**src/inc/sss_pkg.sv**
```systemverilog
// Shared constants for the synchronous SRAM select, write and sleep slice.
// Assumes a single rising-edge clock domain and a small internal array.
package sss_pkg;
    // -------------------------------------------------------------------
    // Geometry
    // -------------------------------------------------------------------
    localparam int unsigned ADDR_W  = 4;                 // Word address width
    localparam int unsigned LANES   = 4;                 // Byte lanes per word
    localparam int unsigned LANE_W  = 8;                 // Bits per lane
    localparam int unsigned DATA_W  = LANES * LANE_W;    // Word width
    localparam int unsigned DEPTH   = 1 << ADDR_W;       // Words held
    // -------------------------------------------------------------------
    // Reset values
    // -------------------------------------------------------------------
    localparam logic [DATA_W-1:0] DATA_RST = 32'h0000_0000;
    localparam logic [ADDR_W-1:0] ADDR_RST = 4'h0;
    // -------------------------------------------------------------------
    // Output phase states
    // -------------------------------------------------------------------
    typedef enum logic [2:0] {
        SSS_IDLE  = 3'b001,                              // Outputs high-Z
        SSS_READ  = 3'b010,                              // Read data driven
        SSS_SLEEP = 3'b100                               // Low-power sleep
    } sss_state_e;
endpackage

```
**src/rtl/sss_core.sv**
```systemverilog
// Select decode, byte-lane writes, read output drive and sleep control.
// Assumes all inputs are synchronous to clk_sys_in and the master keeps its own timing.
`timescale 1ns/10ps

module sss_core (
    input  wire logic                        clk_sys_in,                  // System clock
    input  wire logic                        rst_n_in,                    // Sync reset, low
    input  wire logic                        clk_en_in,                   // Freezes state when low
    input  wire logic                        chip_select_primary_n_in,    // Primary enable
    input  wire logic                        chip_select_depth_high_in,   // Second enable
    input  wire logic                        chip_select_depth_low_n_in,  // Third enable
    input  wire logic                        processor_address_strobe_n_in, // Proc strobe
    input  wire logic                        controller_address_strobe_n_in, // Ctrl strobe
    input  wire logic                        global_write_n_in,           // Global write
    input  wire logic                        byte_write_gate_n_in,        // Byte write gate
    input  wire logic [sss_pkg::LANES-1:0]   byte_lane_write_n_in,        // Lane selects
    input  wire logic [sss_pkg::ADDR_W-1:0]  addr_in,                     // Word address
    input  wire logic [sss_pkg::DATA_W-1:0]  dq_in,                       // Data pin input
    input  wire logic                        sleep_request_in,            // Sleep request
    output logic      [sss_pkg::DATA_W-1:0]  dq_out,                      // Data pin output
    output logic                             dq_oe_out,                   // Data pin drive
    output logic                             selected_out,                // Select decode
    output logic                             sleeping_out                 // In sleep mode
);
    import sss_pkg::*;

    // -------------------------------------------------------------------
    // State record
    // -------------------------------------------------------------------
    typedef struct packed {
        sss_state_e               state;
        logic [DATA_W-1:0]        q;
        logic [ADDR_W-1:0]        addr;
    } sss_s;

    sss_s              st_r;
    sss_s              st_nxt;
    logic [DATA_W-1:0] mem_r [DEPTH];
    logic              sel;
    logic              strobe;
    logic              write_cyc;
    logic [LANES-1:0]  lane_we;
    logic              read_go;
    logic              sleep_go;

    // -------------------------------------------------------------------
    // Input decode
    // -------------------------------------------------------------------
    // Chip select decode; any one failing enable deselects
    assign sel    = !chip_select_primary_n_in && chip_select_depth_high_in
                    && !chip_select_depth_low_n_in;
    // Either address strobe opens a new access
    assign strobe = !processor_address_strobe_n_in || !controller_address_strobe_n_in;

    // -------------------------------------------------------------------
    // Write path
    // -------------------------------------------------------------------
    // Write lane decode; a write needs a selected, awake device
    assign write_cyc = sel && (st_r.state != SSS_SLEEP) && !sleep_request_in &&
                       (!global_write_n_in || !byte_write_gate_n_in);
    genvar gi;
    generate
        for (gi = 0; gi < LANES; gi++) begin : g_lane
            // Global write covers all lanes, else lane select applies
            assign lane_we[gi] = write_cyc &&
                (!global_write_n_in || !byte_lane_write_n_in[gi]);
        end
    endgenerate

    // A read starts on a strobe to a selected device with no write pending
    assign read_go  = strobe && sel && !write_cyc;
    // Sleep is honoured only once the master has deselected the device
    assign sleep_go = sleep_request_in && !sel;

    // -------------------------------------------------------------------
    // Next-state logic
    // -------------------------------------------------------------------
    always_comb begin
        st_nxt = st_r;
        case (st_r.state)
            // Outputs off; wait for sleep or a read strobe
            SSS_IDLE: begin
                if (sleep_go) begin
                    st_nxt.state = SSS_SLEEP;
                end else if (read_go) begin
                    st_nxt.state = SSS_READ;
                    st_nxt.addr  = addr_in;
                end
            end
            // Pins driven; a write or deselect strobe turns them off
            SSS_READ: begin
                if (write_cyc) begin
                    st_nxt.state = SSS_IDLE;
                end else if (sleep_go) begin
                    st_nxt.state = SSS_SLEEP;
                end else if (strobe && !sel) begin
                    st_nxt.state = SSS_IDLE;
                end else if (strobe) begin
                    st_nxt.addr  = addr_in;
                end
            end
            // Strobes ignored; exit lands in the idle, undriven state
            SSS_SLEEP: begin
                if (!sleep_request_in) begin
                    st_nxt.state = SSS_IDLE;
                end
            end
            // Stray codes fall back to the undriven state
            default: begin
                st_nxt.state = SSS_IDLE;
            end
        endcase
        // Read data follows the array at the held address
        st_nxt.q = mem_r[st_nxt.addr];
    end

    // -------------------------------------------------------------------
    // Registers and array
    // -------------------------------------------------------------------
    always_ff @(posedge clk_sys_in) begin
        if (!rst_n_in) begin
            st_r <= '{state: SSS_IDLE, q: DATA_RST, addr: ADDR_RST};
        end else if (clk_en_in) begin
            st_r <= st_nxt;
            // Lanes land independently; unselected lanes keep contents
            for (int i = 0; i < LANES; i++) begin
                if (lane_we[i]) begin
                    mem_r[addr_in][i*LANE_W +: LANE_W] <= dq_in[i*LANE_W +: LANE_W];
                end
            end
        end
    end

    // -------------------------------------------------------------------
    // Pin and status outputs
    // -------------------------------------------------------------------
    // Pin drive only while a read is active
    assign dq_out       = st_r.q;
    assign dq_oe_out    = (st_r.state == SSS_READ);
    assign selected_out = sel;
    assign sleeping_out = (st_r.state == SSS_SLEEP);

    // -------------------------------------------------------------------
    // Checks
    // -------------------------------------------------------------------
    // Strobe while deselected never leaves the pins driven
    AST_SEL_DECODE: assert property (@(posedge clk_sys_in) disable iff (!rst_n_in)
        (clk_en_in && strobe && !sel) |=> !dq_oe_out)
        else $error("read started while deselected");

    // Deselected or idle write controls touch no lane
    AST_NO_WRITE_IDLE: assert property (@(posedge clk_sys_in) disable iff (!rst_n_in)
        (!sel || (global_write_n_in && byte_write_gate_n_in)) |-> lane_we == '0)
        else $error("lane written without a write request");

    // Full-width write reaches every lane
    AST_FULL_WRITE: assert property (@(posedge clk_sys_in) disable iff (!rst_n_in)
        (write_cyc && (!global_write_n_in || byte_lane_write_n_in == '0))
        |-> lane_we == '1)
        else $error("full write missed lanes");

    // Read data matches the array word at the strobed address
    AST_READ_DATA: assert property (@(posedge clk_sys_in) disable iff (!rst_n_in)
        (clk_en_in && read_go && !sleeping_out) |=> dq_out == mem_r[$past(addr_in)])
        else $error("read data differs from stored word");

    // Pins go undriven after a write
    AST_WRITE_HIZ: assert property (@(posedge clk_sys_in) disable iff (!rst_n_in)
        (clk_en_in && write_cyc) |=> !dq_oe_out)
        else $error("outputs driven after write");

    // Read drive stands while nothing ends it
    AST_READ_STANDS: assert property (@(posedge clk_sys_in) disable iff (!rst_n_in)
        (clk_en_in && dq_oe_out && !strobe && !write_cyc && !sleep_request_in)
        |=> dq_oe_out)
        else $error("read drive dropped early");

    // Undriven pins stay undriven without a strobe
    AST_READ_NEEDS_STROBE: assert property (@(posedge clk_sys_in) disable iff (!rst_n_in)
        (!dq_oe_out && !(clk_en_in && strobe)) |=> !dq_oe_out)
        else $error("read started without strobe");

    // A valid strobe turns the pins on next cycle
    AST_STROBE_READ: assert property (@(posedge clk_sys_in) disable iff (!rst_n_in)
        (clk_en_in && read_go && !sleeping_out) |=> dq_oe_out)
        else $error("strobed read did not drive");

    // Sleep entered only from a deselected device
    AST_SLEEP_DESEL: assert property (@(posedge clk_sys_in) disable iff (!rst_n_in)
        $rose(sleeping_out) |-> !$past(sel))
        else $error("sleep entered while selected");

    // Pins stay off on wake until a fresh strobe
    AST_WAKE_HIZ: assert property (@(posedge clk_sys_in) disable iff (!rst_n_in)
        $fell(sleeping_out) |-> !dq_oe_out ##1 (!dq_oe_out || $past(strobe)))
        else $error("data driven on wake");

    // Dropping the request wakes into the undriven state
    AST_WAKE_IDLE: assert property (@(posedge clk_sys_in) disable iff (!rst_n_in)
        (clk_en_in && sleeping_out && !sleep_request_in) |=> !sleeping_out && !dq_oe_out)
        else $error("wake left pins driven");

    // Partial write follows the lane selects
    AST_LANE_MASK: assert property (@(posedge clk_sys_in) disable iff (!rst_n_in)
        (global_write_n_in && write_cyc) |-> lane_we == ~byte_lane_write_n_in)
        else $error("lane mask wrong");

    // Held request keeps the device asleep, quiet and unwritten
    AST_SLEEP_NO_DRIVE: assert property (@(posedge clk_sys_in) disable iff (!rst_n_in)
        (clk_en_in && sleeping_out && sleep_request_in)
        |-> lane_we == '0 ##1 (sleeping_out && !dq_oe_out))
        else $error("activity during sleep");

endmodule
```
**config.mk**
```make
export PLATFORM = sky130hd
export DESIGN_NAME = sss_core
export DESIGN_NICKNAME = d
export VERILOG_FILES = /design/src/inc/sss_pkg.sv /design/src/rtl/sss_core.sv
export SDC_FILE = /design/constraint.sdc
export NUM_CORES = 1
export LEC_CHECK = 0
export ABC_AREA = 1
export BUFFER_PORTS_ARGS = -buffer_cell sky130_fd_sc_hd__buf_2
export CORE_MARGIN = 8
export CORE_UTILIZATION = 31
export DETAILED_ROUTE_END_ITERATION = 12
export SLEW_MARGIN = 20
export SYNTH_ARGS = -nofsm -noshare
export SYNTH_HDL_FRONTEND = slang
export SYNTH_SLANG_ARGS = --single-unit
export TNS_END_PERCENT = 1
```
**constraint.sdc**
```tcl
create_clock -name clk_sys_in -period 2.8 [get_ports clk_sys_in]
set_input_delay 0 -clock clk_sys_in [delete_from_list [all_inputs] [get_ports clk_sys_in]]
set_output_delay 0 -clock clk_sys_in [all_outputs]
set_load 0.05 [all_outputs]
```
After elaboration in Yosys (flattened, before gate mapping)

Memories as Yosys holds them, arrays and structs flattened. A register that Yosys moved wholly into a read port is not among the register bits.
Cells that the tools add are included.

Equal/unequal tests: 7
Muxes and demuxes: 30
Reductions and logical operators: 34

Operators by type and width:

| operator           | count |
|---|---|
| $mux 4             | 6 |
| $mux 3             | 6 |
| $mux 1             | 16 |
| $logic_not 1->1    | 14 |
| $logic_and 1x1->1  | 13 |
| $pmux 3 s3         | 1 |
| $pmux 4 s2         | 1 |
| $logic_or 1x1->1   | 6 |
| $ne 3x3->1 const B | 2 |
| $ne 4x1->1 const B | 1 |
| $reduce_and 4->1   | 1 |
| $eq 3x1->1 const B | 1 |
| $eq 3x2->1 const B | 1 |
| $eq 3x3->1 const B | 1 |
| $ne 2x2->1 const B | 1 |

Bits in registers: 7
Memory bits (writable): 512
Bits of input ports: 51
Logic and storage cells: 74
Memories: 1

Memory list:

| name  | words | width | read ports | clocked after Yosys merged registers in | wr ports | line           | RTL |
|---|---|---|---|---|---|---|---|
| mem_r | 16    | 32    | 1          | 1                                       | 1        | sss_core.sv:38 | `logic [DATA_W-1:0] mem_r [DEPTH];` |

Longest topological paths before layout

Word-level depth: 11
Depth in mapped cells: 16
Depth with buffers taken out: 14

Worst setup path before layout

No wires, ideal clock.

Path kind: in2reg
From: in chip_select_primary_n_in
To: mem mem_r[15][0] in the netlist's numbering, enable pin
Data arrival time: 1742 ps
Required time: 2430 ps
Setup slack: 688 ps
Cell stages on the path: 8
Path buffers: 1
Path through: inv_2 > nand2_1 > nor2_4 > nand3_2 > nor3_1 > nand2_1 > clkbuf_1 > nor2_1

Word-level cells in the longest chain between the ends: 11

RTL lines:

| item                           | line            | RTL |
|---|---|---|
| start: declaration             | sss_core.sv:9   | `input wire logic chip_select_primary_n_in,` |
| $logic_not 1->1                | sss_core.sv:50  | `assign sel = !chip_select_primary_n_in && chip_select_depth_high_in` |
| $logic_and 1x1->1              | sss_core.sv:50  |  |
| $logic_and 1x1->1              | sss_core.sv:51  | `&& !chip_select_depth_low_n_in;` |
| net selected_out               | sss_core.sv:22  | `output logic selected_out,` |
| $logic_and 1x1->1 (3 in a row) | sss_core.sv:59  | `assign write_cyc = sel && (st_r.state != SSS_SLEEP) && !sleep_request_in &&` |
| $logic_and 1x1->1              | sss_core.sv:65  | `assign lane_we[gi] = write_cyc &&` |
| $mux 1                         | sss_core.sv:127 | `if (lane_we[i]) begin` |
| $mux 1                         | sss_core.sv:123 | `end else if (clk_en_in) begin` |
| $mux 1                         | sss_core.sv:121 | `if (!rst_n_in) begin` |
| $mux 1 (not written as such)   | sss_core.sv:128 | `mem_r[addr_in][i*LANE_W +: LANE_W] <= dq_in[i*LANE_W +: LANE_W];` |
| end: declaration               | sss_core.sv:38  |  |

The timed path passes the listed nets, and every way through them passes these cells.

Worst setup path in the final report

From: reg st_r[37] in the netlist's numbering
To: reg dq_out[4] (netlist name)

Word-level cells in the longest chain between the ends: 9

RTL lines:

| item                           | line            | RTL |
|---|---|---|
| start: declaration             | sss_core.sv:36  | `sss_s st_r;` |
| start signal: assignment       | sss_core.sv:122 | `st_r <= '{state: SSS_IDLE, q: DATA_RST, addr: ADDR_RST};` |
| start signal: assignment       | sss_core.sv:124 | `st_r <= st_nxt;` |
| $ne 3x3->1                     | sss_core.sv:59  |  |
| $logic_and 1x1->1 (3 in a row) | sss_core.sv:59  |  |
| $logic_not 1->1                | sss_core.sv:71  | `assign read_go = strobe && sel && !write_cyc;` |
| $logic_and 1x1->1              | sss_core.sv:71  |  |
| $mux 4                         | sss_core.sv:85  | `end else if (read_go) begin` |
| $mux 4                         | sss_core.sv:83  | `if (sleep_go) begin` |
| $pmux 4 s2 *                   | sss_core.sv:80  | `case (st_r.state)` |

Mark *: on every way between the ends. The rest lies on a longest branch, timed or not.
A chain may end at the register's enable or synchronous reset.

==> flow_summary_export.csv <==
group,metric,value,unit
timing,period_share,89.89,%
yosys,ys_seq_elements,551,
worst_setup_path,critPathBufInv,4,
worst_setup_path,cp.required,3.31,ns
grt,grt_pass1_wl,98350,um
yosys,syn_avg_cell_area,10.72,um2
grt,antenna_found_initial,3,
yosys,synth_top_area_share,62.30,%
placement,dp_slack,0.3402,ns
route,drc,0,
clock_network,numCtsBuffers,55,
worst_setup_path,worstSetupEndpoint,"dq_out[4]",
floorplan,initial_core_util,31.29,%
power,power_density,637.7,nW/um2
finish,syn_to_final_growth,16.43,%
grt,gr-total-overflow,0,
yosys,synth-seq-area-share,65.46,%
timing,slew_headroom,31.99,%
power,ir_drop,0.4442,mV
hold_path,timing.hold.worst.start,"controller_address_strobe_n_in",
timing,clock_skew,0.01041,ns
finish,seqCellArea,16160,um2
yosys,syn_area,24680,um2
clock_network,root_buffer,"clkbuf_16",
timing,whs,0.05231,ns
finish,fin_nets,2470,
hold_path,min_path_type,"primary input to register",
placement,gp_congestion,0.7869,
floorplan,rows,103,
worst_setup_path,r2r_cells,13,
timing,layout_min_cycle_time,2.517,ns
flow_run,cap_violations,0,
placement,hpwl,37550,um
worst_setup_path,r2r_setup_slack,0.28,ns
clock_network,htree_levels,2,
timing,drv_slew,0,
yosys,synth_top_area_cell,"edfxtp_1",
route,vias,16600,
route,drt.antenna.violating_nets,0,
worst_setup_path,r2r_start,"st_r[37]",
worst_setup_path,cp_max_fo,85,
worst_setup_path,arrival,3.02,ns
worst_setup_path,cp_top_family,"simple AND/OR/NAND/NOR gates",
worst_setup_path,critPathLaunch,"st_r[37]",
worst_setup_path,worst_setup_path_end_kind,"register",
clock_network,cts_tree,"yes",
clock_network,clockBufferDepth,3,
finish,multiInputGateArea,6260,um2
finish,drive_gt1_share,12.01,%
worst_setup_path,cpPeakStageDelay,0.40,ns
placement,portBuffers,85,
route,firstDrtPassIters,7,
timing,rsz0062_at_grt,"no",
timing,tightest_slew,1.020,ns
worst_setup_path,path_cells,"inv_2 -> nand3_1 -> nand3_2 -> nand4_1 -> buf_12 -> buf_12 -> nand3b_1 -> nand3_1 -> nand3_1 -> nand3_1 -> nand3_1 -> nand2_1 -> inv_1",
floorplan,die_w,298.2,um
timing,final.setup.tns,0,ns
floorplan,die_h,298.2,um
route,wirelength,64320,um
timing,setup_viol_count_final,0,
yosys,synth_cells,2302,
power,leakagePower,11.43,nW
clock_network,clk_latency,0.60,ns
yosys,netlist_top_cells_area,"edfxtp_1 62%, nand3_1 10%, nand3b_1 6.7%, inv_1 5.1%, nand2_1 5.1%",
grt,grt_max_degree,86,
power,power,18.32,mW
timing,hold_violations,0,
floorplan,io_pins,86,
worst_setup_path,r2r_end,"dq_out[4]",
worst_setup_path,worstSetupPathType,"register to register",
status,status,"complete, no violations",
clock_network,cts-resized-gates,0,
grt,gr-usage-all-layers,14.09,%
timing,max_freq,397.3,MHz
yosys,syn_nets,2353,
worst_setup_path,cp.depth,13,
finish,fillCellCount,7751,
route,drt_iter0_drc,1431,
clock_network,clkTransAtPathRegs,0.06,ns
worst_setup_path,critPathMostFrequentCell,"nand3_1",
route,routed_via_density,4.718,
worst_setup_path,cp_slowest_cell,"buf_12",
route,routedWlPerCell,18.28,um
floorplan,die_area,88890,um2
yosys,yosys_warnings,0,
yosys,yosysUniqueCellTypes,29,
worst_setup_path,worst_setup_path_start_kind,"register",
grt,grt_pass1_vias,16040,
timing,fin_ws,0.2829,ns
floorplan,fp.coreArea,78870,um2
clock_network,clkSinkCount,551,
## report_power, final
part           leakage, nW  switching (mW)  internal, mW  total (mW)
logic                 5.63            1.35         0.591        1.94
clock network        0.876            3.06          4.23        7.29
registers             4.92          0.0405          9.04        9.08
## Yosys cell counts (all sizes together)
library cell	number
clkinv	1
buf	147
nand3	512
nor2	137
clkbuf	31
nand3b	220
o211ai	3
o21ai	12
nand2	335
or2	1
inv	340
a211oi	1
dfxtp	39
nand4	1
nor3	1
o2111ai	1
edfxtp	512
a21oi	8
## registers in the layout, indices dropped and copies added, names as in the netlist
| register | flops |
|---|---|
| dq_out | 32 |
| st_r | 7 |
| mem_r | 512 |
## area by class of cell
cell class,instances,share of cell area (%)
flip-flops and latches,551,56.23
multi-input cells,1232,21.79
repair buffers,238,6.724
clock buffers,74,5.252
well taps,1050,4.572
inverters,341,4.455
clock inverters,29,0.9580
diodes,3,0.02613
## how the worst min path moves through the flow
stage,to,slack (ns),cells past startpoint
after floorplan,selected_out,0.06,1
after global placement,selected_out,0.37,3
after detailed placement,selected_out,0.38,3
after CTS,st_r[36],0.02,7
after global routing,st_r[38],0.11,7
final,st_r[36],0.05,7
## metrics by stage
stage	instances	util, %	instance area [um2]
3_5_place_dp	3375	33.69	26570
2_1_floorplan	2302	-	24680
5_1_grt	3515	36.42	28730
6_report	3518	36.43	28730
4_1_cts	3515	36.42	28730
3_3_place_gp	3375	33.69	26570
## tightest hold or removal path, delay by kind of cell
family          cells  cell delay (ns)
compound gates      2             0.29
buf+inv             2             0.17
simple gates        3             0.15
## layer usage
metal | part of all wire [%] | global-route usage, %
met1 | 44 | 18.78
met2 | 46 | 22.80
met3 | 7.5 | 3.321
met4 | 2.5 | 4.019
met5 | 0 | 0
## logic make-up after synthesis
kind of cell	Yosys count	share of synthesized area (%)
DFF	551	65.46
and+or+nand+nor	1207	24.51
AOI/OAI and AO/OA	25	0.5628
buffers and inverters	519	9.466
## what timing repair did
item,4_1_cts,5_1_grt
endpoints found under the hold margin,520,0
hold buffers,37,0
setup buffers,0,0
## cell usage in the layout (no fill, tap or decap), drive strengths merged
master,count
clkinv,23
o2111ai,1
nor3,1
bufinv,5
or2,1
o211ai,3
a211oi,1
dfxtp,39
diode,3
inv,341
nand2,335
nand3b,220
dlygate4sd3,37
a21oi,8
nand3,512
nor2,137
nand4,1
clkinvlp,1
edfxtp,512
clkbuf,74
buf,201
o21ai,12
Power figures use the tool's default switching activity.
